--- src/core/aux_cmd_pkg.sv ---
// constants and carrier types for the auxiliary command handler
// assumes one 25 MHz core clock and a host that hands over whole command words
// Function
// RL1: output pins follow written bits; both come out of reset high
// RL2: code 42H answers with pin-read status holding both inputs and outputs
// RL3: reported pin levels come from sampling every 8 ms
// RL4: code 45H with zero second byte answers with second pin-read status
// RL5: host puts wanted counter number in the selector bytes of code 44H
// RL6: upper selector FFH returns every counter instead of one
// RL7: counter numbers 00H to 0AH map to the eleven error kinds
// RL8: code 44H answers with second statistics status; all counters are errors
// RL9: address-match field: none, first byte, second byte, both bytes
// RL10: short-frame field flags frames under 2, 3 or 4 bytes, check excluded
// RL11: mode and address-table updates accepted while line open, nothing else changed
// RL12: host loads the address table whenever matching is enabled
// RL13: single-byte modes compare one byte to each entry up to the count
// RL14: two-byte mode compares first two bytes against consecutive entry pairs
// RL15: host gives an even count of 2 to 12 for two-byte matching
// RL16: host stores FFH in a table entry to accept broadcast frames
package aux_cmd_pkg;
  // ----------------------------------------
  // command and status codes
  // ----------------------------------------
  localparam logic [7:0] CMD_OUT_WRITE = 8'h41;
  localparam logic [7:0] CMD_PIN_READ = 8'h42;
  localparam logic [7:0] CMD_STATS_READ_ALT = 8'h44;
  localparam logic [7:0] CMD_PIN_READ_ALT = 8'h45;
  localparam logic [7:0] CMD_MODE_UPDATE = 8'h46;
  localparam logic [7:0] CMD_ADDR_UPDATE = 8'h47;
  localparam logic [7:0] STS_PIN_ACK = 8'h42;
  localparam logic [7:0] STS_STATS_ACK = 8'h44;
  localparam logic [7:0] STS_PIN_ACK_ALT = 8'h45;
  localparam logic [7:0] STS_ILLEGAL = 8'h3F;
  localparam logic [7:0] SEL_ALL = 8'hFF;
  localparam logic [7:0] ZERO_BYTE = 8'h00;
  localparam int NUM_STATS = 11;
  localparam int TABLE_SIZE = 12;
  // ----------------------------------------
  // timing
  // ----------------------------------------
  localparam int CLK_HZ = 25_000_000;
  localparam int SAMPLE_MS = 8;
  localparam int SAMPLE_CYCLES = CLK_HZ / 1000 * SAMPLE_MS;
  // ----------------------------------------
  // field encodings
  // ----------------------------------------
  localparam logic [1:0] MATCH_NONE = 2'h0;
  localparam logic [1:0] MATCH_FIRST = 2'h1;
  localparam logic [1:0] MATCH_SECOND = 2'h2;
  localparam logic [1:0] MATCH_BOTH = 2'h3;
  localparam logic [1:0] SHORT_TWO = 2'h0;
  localparam logic [1:0] SHORT_THREE = 2'h1;
  localparam logic [3:0] LEN_TWO = 4'h2;
  localparam logic [3:0] LEN_THREE = 4'h3;
  localparam logic [3:0] LEN_FOUR = 4'h4;
  localparam logic [1:0] OUT_RESET = 2'h3;

  typedef struct packed {
    logic valid;
    logic [7:0] code;
    logic [7:0] byte1;
    logic [7:0] byte2;
    logic [7:0] byte3;
    logic [3:0] entry_count;
    logic [12*8-1:0] entries;
  } command_word_type;

  typedef struct packed {
    logic valid;
    logic [7:0] code;
    logic [7:0] index;
    logic [7:0] pins;
    logic [15:0] value;
  } status_word_type;

  typedef struct packed {
    logic [1:0] address_match;
    logic [1:0] short_select;
    logic [1:0] input_change_report_select;
    logic [3:0] address_entry_count;
    logic [12*8-1:0] address_table_entries;
  } mode_type;

  typedef enum logic [1:0] {
    IDLE = 2'b00,
    DUMP = 2'b01
  } state_type;

  typedef struct packed {
    state_type state;
    logic [1:0] gp_output;
    logic [1:0] in_sample;
    logic [1:0] out_sample;
    logic [31:0] tick;
    logic [7:0] dump_index;
    mode_type mode;
    status_word_type status;
    logic [1:0] sync1;
    logic [1:0] sync2;
    logic address_match_hit;
    logic short_flag;
  } handler_state_type;
endpackage : aux_cmd_pkg

--- src/core/hdlc_aux_command_handler.sv ---
// auxiliary command handler: pin write/read, error counter read, live mode and table update
// assumes counters come in from the datapath on the same clock, pins from outside
`timescale 1ns/100ps
module hdlc_aux_command_handler import aux_cmd_pkg::*; #(
  parameter int SAMPLE_PERIOD = SAMPLE_CYCLES
) (
  input wire logic clk_in,
  input wire logic reset_in,
  input wire command_word_type command_word_in,
  output logic command_ready_out,
  output status_word_type status_word_out,
  input wire logic status_ready_in,
  input wire logic gp_input_one_in,
  input wire logic gp_input_two_in,
  output logic gp_output_one_out,
  output logic gp_output_two_out,
  input wire logic [NUM_STATS*16-1:0] stats_counters_in,
  input wire logic addr_check_in,
  input wire logic [7:0] rx_addr_first_in,
  input wire logic [7:0] rx_addr_second_in,
  input wire logic [15:0] rx_frame_length_in,
  output mode_type mode_out,
  output logic address_match_out,
  output logic short_frame_out
);
  handler_state_type cur;
  handler_state_type next_cur;
  logic status_busy;
  logic sel_all;
  logic hit;
  logic [3:0] short_len;
  logic [7:0] entry;
  logic [7:0] entry_pair_a;
  logic [7:0] entry_pair_b;
  logic [7:0] compare_byte;

  assign status_busy = cur.status.valid && !status_ready_in;
  // new command only when no answer is waiting and no dump runs
  assign command_ready_out = (cur.state == IDLE) && !status_busy;
  assign sel_all = (command_word_in.byte3 == SEL_ALL);

  // ----------------------------------------
  // address matching and short frames
  // ----------------------------------------
  always_comb begin
    hit = 1'b0;
    entry = ZERO_BYTE;
    entry_pair_a = ZERO_BYTE;
    entry_pair_b = ZERO_BYTE;
    compare_byte = (cur.mode.address_match == MATCH_SECOND) ? rx_addr_second_in
                                                             : rx_addr_first_in;
    for (int i = 0; i < TABLE_SIZE; i++) begin
      entry = cur.mode.address_table_entries[i*8 +: 8];
      if ((cur.mode.address_match == MATCH_FIRST || cur.mode.address_match == MATCH_SECOND)
          && i < int'(cur.mode.address_entry_count) && entry == compare_byte) begin
        hit = 1'b1; // RL13
      end
    end
    for (int j = 0; j < TABLE_SIZE / 2; j++) begin
      entry_pair_a = cur.mode.address_table_entries[(2*j)*8 +: 8];
      entry_pair_b = cur.mode.address_table_entries[(2*j+1)*8 +: 8];
      if (cur.mode.address_match == MATCH_BOTH && 2*j+1 < int'(cur.mode.address_entry_count)
          && entry_pair_a == rx_addr_first_in && entry_pair_b == rx_addr_second_in) begin
        hit = 1'b1; // RL14
      end
    end
    if (cur.mode.address_match == MATCH_NONE) begin
      hit = 1'b1; // RL9
    end
    case (cur.mode.short_select) // RL10
      SHORT_TWO: short_len = LEN_TWO;
      SHORT_THREE: short_len = LEN_THREE;
      default: short_len = LEN_FOUR;
    endcase
  end

  // ----------------------------------------
  // command interpreter
  // ----------------------------------------
  always_comb begin
    next_cur = cur;
    next_cur.sync1 = {gp_input_two_in, gp_input_one_in};
    next_cur.sync2 = cur.sync1;
    if (addr_check_in) begin
      next_cur.address_match_hit = hit;
      // frame length excludes the check sequence
      next_cur.short_flag = (rx_frame_length_in < {12'h000, short_len});
    end
    // levels reported to the host are the periodic snapshot
    if (cur.tick >= 32'(SAMPLE_PERIOD - 1)) begin
      next_cur.tick = '0;
      next_cur.in_sample = cur.sync2; // RL3
      next_cur.out_sample = cur.gp_output; // RL3
    end else begin
      next_cur.tick = cur.tick + 32'h1;
    end
    if (cur.status.valid && status_ready_in) begin
      next_cur.status.valid = 1'b0;
    end
    case (cur.state)
      IDLE: begin
        if (command_word_in.valid && command_ready_out) begin
          next_cur.status = '0;
          next_cur.status.valid = 1'b1;
          case (command_word_in.code)
            CMD_OUT_WRITE: begin
              next_cur.status.valid = 1'b0;
              next_cur.gp_output = {command_word_in.byte2[2], command_word_in.byte2[0]}; // RL1
            end
            CMD_PIN_READ: begin
              next_cur.status.code = STS_PIN_ACK; // RL2
              next_cur.status.pins = {4'h0, cur.out_sample, cur.in_sample};
            end
            CMD_PIN_READ_ALT: begin
              if (command_word_in.byte1 == ZERO_BYTE) begin
                next_cur.status.code = STS_PIN_ACK_ALT; // RL4
                next_cur.status.pins = {4'h0, cur.out_sample, cur.in_sample};
              end else begin
                next_cur.status.code = STS_ILLEGAL;
              end
            end
            CMD_STATS_READ_ALT: begin
              next_cur.status.code = STS_STATS_ACK; // RL8
              if (sel_all) begin
                next_cur.status.index = ZERO_BYTE; // RL6
                next_cur.status.value = stats_counters_in[15:0];
                next_cur.state = DUMP;
                next_cur.dump_index = 8'h01;
              end else if (command_word_in.byte2 < 8'(NUM_STATS)) begin
                next_cur.status.index = command_word_in.byte2; // RL7
                next_cur.status.value = stats_counters_in[command_word_in.byte2*16 +: 16];
              end else begin
                next_cur.status.code = STS_ILLEGAL;
              end
            end
            CMD_MODE_UPDATE: begin
              next_cur.status.valid = 1'b0;
              // only these fields move; everything else stays as it was
              next_cur.mode.address_match = command_word_in.byte2[1:0]; // RL11
              next_cur.mode.short_select = command_word_in.byte2[3:2];
              next_cur.mode.input_change_report_select = command_word_in.byte2[5:4];
            end
            CMD_ADDR_UPDATE: begin
              next_cur.status.valid = 1'b0;
              next_cur.mode.address_entry_count = command_word_in.entry_count; // RL11
              next_cur.mode.address_table_entries = command_word_in.entries;
            end
            default: next_cur.status.code = STS_ILLEGAL;
          endcase
        end
      end
      DUMP: begin
        if (!status_busy) begin
          next_cur.status.valid = 1'b1;
          next_cur.status.code = STS_STATS_ACK;
          next_cur.status.index = cur.dump_index; // RL6
          next_cur.status.value = stats_counters_in[cur.dump_index*16 +: 16];
          next_cur.dump_index = cur.dump_index + 8'h01;
          if (cur.dump_index == 8'(NUM_STATS - 1)) begin
            next_cur.state = IDLE;
          end
        end
      end
      default: next_cur.state = IDLE;
    endcase
  end

  always_ff @(posedge clk_in or posedge reset_in) begin
    if (reset_in) begin
      cur <= '0;
      cur.gp_output <= OUT_RESET; // RL1
      cur.out_sample <= OUT_RESET;
    end else begin
      cur <= next_cur;
    end
  end

  assign status_word_out = cur.status;
  assign gp_output_one_out = cur.gp_output[0];
  assign gp_output_two_out = cur.gp_output[1];
  assign mode_out = cur.mode;
  assign address_match_out = cur.address_match_hit;
  assign short_frame_out = cur.short_flag;
endmodule : hdlc_aux_command_handler

--- config.mk ---
export PLATFORM = sky130hd
export DESIGN_NAME = hdlc_aux_command_handler
export DESIGN_NICKNAME = d
export VERILOG_FILES = /design/src/core/aux_cmd_pkg.sv /design/src/core/hdlc_aux_command_handler.sv
export SDC_FILE = /design/constraint.sdc
export NUM_CORES = 1
export LEC_CHECK = 0
export BUFFER_PORTS_ARGS = -buffer_cell sky130_fd_sc_hd__buf_2
export CELL_PAD_IN_SITES_DETAIL_PLACEMENT = 1
export CELL_PAD_IN_SITES_GLOBAL_PLACEMENT = 1
export CORE_MARGIN = 3
export CORE_UTILIZATION = 30
export CTS_CLUSTER_DIAMETER = 120
export DETAILED_ROUTE_END_ITERATION = 7
export PLACE_DENSITY = 0.64
export SLEW_MARGIN = 30
export SYNTH_ARGS = -nofsm -noshare
export SYNTH_HDL_FRONTEND = slang
export SYNTH_SLANG_ARGS = --single-unit
--- constraint.sdc ---
create_clock -name clk_in -period 5.6 [get_ports clk_in]
set_input_delay 0.28 -clock clk_in [delete_from_list [all_inputs] [get_ports clk_in]]
set_output_delay 0.28 -clock clk_in [all_outputs]
set_load 0.03 [all_outputs]
==> results.txt <==
Global routing consumed, on the met1 layer, 27.3% of the routing resources. Setup slack on the critical path of the routed design comes to 2.18 ns. The number of DRC markers in iteration 0 is 780. The leakage power total came out at 7.95 nW. Setup repair after global routing left no endpoint under its margin. The relative slew slack is 36.8%. The remaining design rule violation count came out at 0. The final total negative setup slack is 0 ns.

The average vias per placed instance came out at 5.22. The worst setup path is launched from a register. The met3 track utilization from global routing is 5.78%.

The number of antenna violations at the first check in global routing came to 7. The I/O pin count came out at 499. Summing over every cut layer, the via total after detailed routing is 12443.

In this run the vertical extent of the chip is 225 µm. The number of slew-limit violations in the final report was 0. The first global-routing pass estimated 85700 µm of wire. The area share of the leading cell type in the synthesized netlist is 32.8%.

The count of synthesis-stage warnings from yosys came out at 0. The count of endpoints failing setup in the final report came out at 0. The min-delay analysis places its worst path in the category in -> reg. The maximum number of pins on one net before global-route repair came out at 78. Clock-pin slew was measured on the worst setup and hold paths at 0.08 ns. The worst setup path is captured at a register. The run finished with clean final reports. The remaining antenna violation count after routing came out at 0.

Once layout is done, the placed cells without fillers occupy 17600 µm². The largest fanout on the critical path is 12. The max-capacitance violation count is 0. The overall fraction of global-route tracks in use is 22.8%. The iteration count of the initial detailed-routing pass is 5. The last weighted congestion value of the routability-driven placer is 0.896.

The row count came out at 79. The slew at the pin with the worst max-slew slack is 0.948 ns. The total overflow left after global routing is 0. The mean post-synth cell area came out at 10.4 µm². After legalization and detailed placement, the total HPWL measured 44800 µm.

Synthesis produced a netlist whose cell count is 1385. The post-synthesis cell type count came out at 62. The power density of the placed cells came out at 205 nW/µm². The clock buffer count from CTS came out at 17. The number of instances in the placed design came out at 2272. Power comes to 3.62 mW. By area the synthesized netlist is led by sky130_fd_sc_hd__dfrtp_1 33%, sky130_fd_sc_hd__mux4_2 10%, sky130_fd_sc_hd__xnor2_1 9.5%. At the placement stage, the worst setup path has a slack of 2.21 ns. The fraction of layout cells with a size suffix above 1 came out at 41.7%. The post-route non-filler standard cell count came out at 2383. In this run, synthesis inferred 0 flip-flops with an integrated enable.

The floorplan step set the die width to 225 µm. The critical path start-end classification is reg -> reg. The post-CTS resize count is 0. The root buffer cell chosen for the clock tree is sky130_fd_sc_hd__clkbuf_16. The count of buffers inserted at the top-level ports came out at 493.

The portion of the clock cycle consumed by the worst path in the final layout came out at 61.1%. The most used flip-flop cell after synthesis is sky130_fd_sc_hd__dfrtp_1. The number of buffers on the longest clock path is 2. Measured on the finished design, the core utilization comes to 37.6%. The share of async-settable or async-resettable flops after synthesis came out at 100%. The total number of clock tree sinks came out at 193. sky130_fd_sc_hd__dfrtp_1 is the most common cell in the netlist. The delay contributed by the slowest stage of the critical path came out at 0.80 ns. The slowest stage of the critical path is the sky130_fd_sc_hd__ha_1 cell. The commonest cells after synthesis are 189 x sky130_fd_sc_hd__dfrtp_1, 157 x sky130_fd_sc_hd__xnor2_1, 154 x sky130_fd_sc_hd__buf_4. The final-stage net count came out at 2116. The count of H-tree levels built during CTS is 4. The post-synthesis register bit count is 193. The overall die area is 50700 µm². The biggest area contributor in the post-synthesis netlist is sky130_fd_sc_hd__dfrtp_1.

The critical path goes through inv_1 -> ha_1 -> mux2i_4 -> xnor2_1 -> nor4_1 -> nand4_1 -> o41ai_1 -> a311oi_1 -> a41oi_1. The netlist area before placement is 14400 µm². The via count of the first global-routing pass is 13530. The hold violation count in the final report is 0. The maximum operating frequency is 292 MHz. The placed instances occupy a cell area of 16300 µm². The worst clock skew came out at 0.0147 ns. The core area came out at 47000 µm².

The sequential fraction of the synthesis area came out at 33.6%. In this run the most used layer during global routing was met2. The aggregate routed wire length came out at 58200 µm. The required time at the endpoint of the critical path is 6.00 ns.

The TritonCTS clock tree is built. Dividing the detail-routed wire length by the instance count gives 24.4 µm. The maximum vdd ir drop came out at 0.000260 V. The global routing usage on met2 is 39.5%. Hold timing on the final database bottoms out at a slack of 0.0249 ns. The initial core utilization came out at 30.7%. The clock latency on the worst-skew pair is 0.49 ns.

The data arrival at the endpoint of the critical path came out at 3.82 ns. Compared with the post-synthesis result, the final layout area differs by 22.5%. Counting I/O delays and the setup requirement, the final critical path takes 3.42 ns.
## final timing paths
kind | from | to | slack [ns] | cells after the start
min | command_word_in[71] | mode_out[71] | 0.02 | 2
max reg2reg | mode_out[104] | address_match_out | 2.18 | 9
min reg2reg | cur[5] | cur[3] | 0.35 | 0
max | mode_out[104] | address_match_out | 2.18 | 9
max in group asynchronous | reset_in | mode_out[8] | 3.89 | 4
min in group asynchronous | reset_in | mode_out[87] | 0.42 | 3
## state kept, by name (all words and copies together), names as in the netlist
| name | count |
|---|---|
| address_match_out | 1 |
| gp_output_one_out | 1 |
| status_word_out | 34 |
| gp_output_two_out | 1 |
| short_frame_out | 1 |
| mode_out | 106 |
| cur | 49 |
## worst max-delay path: cells and delay by family, from the launching register on
kind / cells / cell delay, ns
simple gates: 2 / 0.39
fa+ha+maj: 1 / 0.80
buf+inv: 1 / 0.13
xor+xnor: 1 / 0.16
flops: 1 / 0.40
mux: 1 / 0.78
compound gates: 3 / 0.67
## kinds of logic after synthesis
kind of cell             Yosys count  synth area share [%]
adder cells (fa/ha/maj)            8                 0.695
AND/OR/NAND/NOR                  283                  9.89
other                              1                0.0260
AO/OA/AOI/OAI                    197                  8.90
multiplexers                     212                  21.9
XOR/XNOR                         216                  13.1
flip-flops                       193                  33.6
buffers and inverters            275                  11.9
## layout by cell type, fill, tap and decap left out, types with 18 or more instances in the layout
master | netlist | final
sky130_fd_sc_hd__dlygate4sd3_1 | 0 | 77
sky130_fd_sc_hd__nand4_1 | 43 | 43
sky130_fd_sc_hd__dfrtp_1 | 189 | 186
sky130_fd_sc_hd__mux4_2 | 64 | 64
sky130_fd_sc_hd__xor2_1 | 59 | 59
sky130_fd_sc_hd__xnor2_1 | 157 | 157
sky130_fd_sc_hd__buf_2 | 32 | 492
sky130_fd_sc_hd__conb_1 | 1 | 19
sky130_fd_sc_hd__nor2_1 | 75 | 74
sky130_fd_sc_hd__mux2i_1 | 32 | 32
sky130_fd_sc_hd__o21ai_0 | 37 | 37
sky130_fd_sc_hd__nor4_1 | 28 | 28
sky130_fd_sc_hd__nand2_1 | 68 | 67
sky130_fd_sc_hd__mux2_2 | 108 | 108
sky130_fd_sc_hd__o22ai_1 | 18 | 18
sky130_fd_sc_hd__inv_1 | 26 | 25
sky130_fd_sc_hd__a21oi_1 | 41 | 41
## final cells by class
| class | instances | area [µm²] |
|---|---|---|
| fillers | 5369 | 29300 |
| multi-input cells | 935 | 7940 |
| flip-flops and latches | 193 | 4840 |
| repair buffers | 588 | 3410 |
| well taps | 607 | 759 |
| clock buffers | 19 | 443 |
| clock inverters | 13 | 145 |
| inverters | 26 | 105 |
| diodes | 2 | 5.00 |
## metal layers
| metal | up-vias | share of wire [%] |
|---|---|---|
| li1 | 5547 | - |
| met1 | 6269 | 40 |
| met2 | 521 | 50 |
| met3 | 98 | 7.1 |
| met4 | 8 | 3.2 |
| met5 | - | 0.088 |
## timing repair
action / in CTS / in global routing
buffers inserted: 0 / 0
hold buffers: 77 / 0
hold endpoints to repair: 147 / 0
## power by group
group / total, mW / internal, mW / switching, mW
Sequential: 1.52 / 1.45 / 0.0765
Combinational: 0.837 / 0.367 / 0.470
Clock: 1.26 / 0.642 / 0.614
No activity file was read; power rests on OpenSTA's default activity.
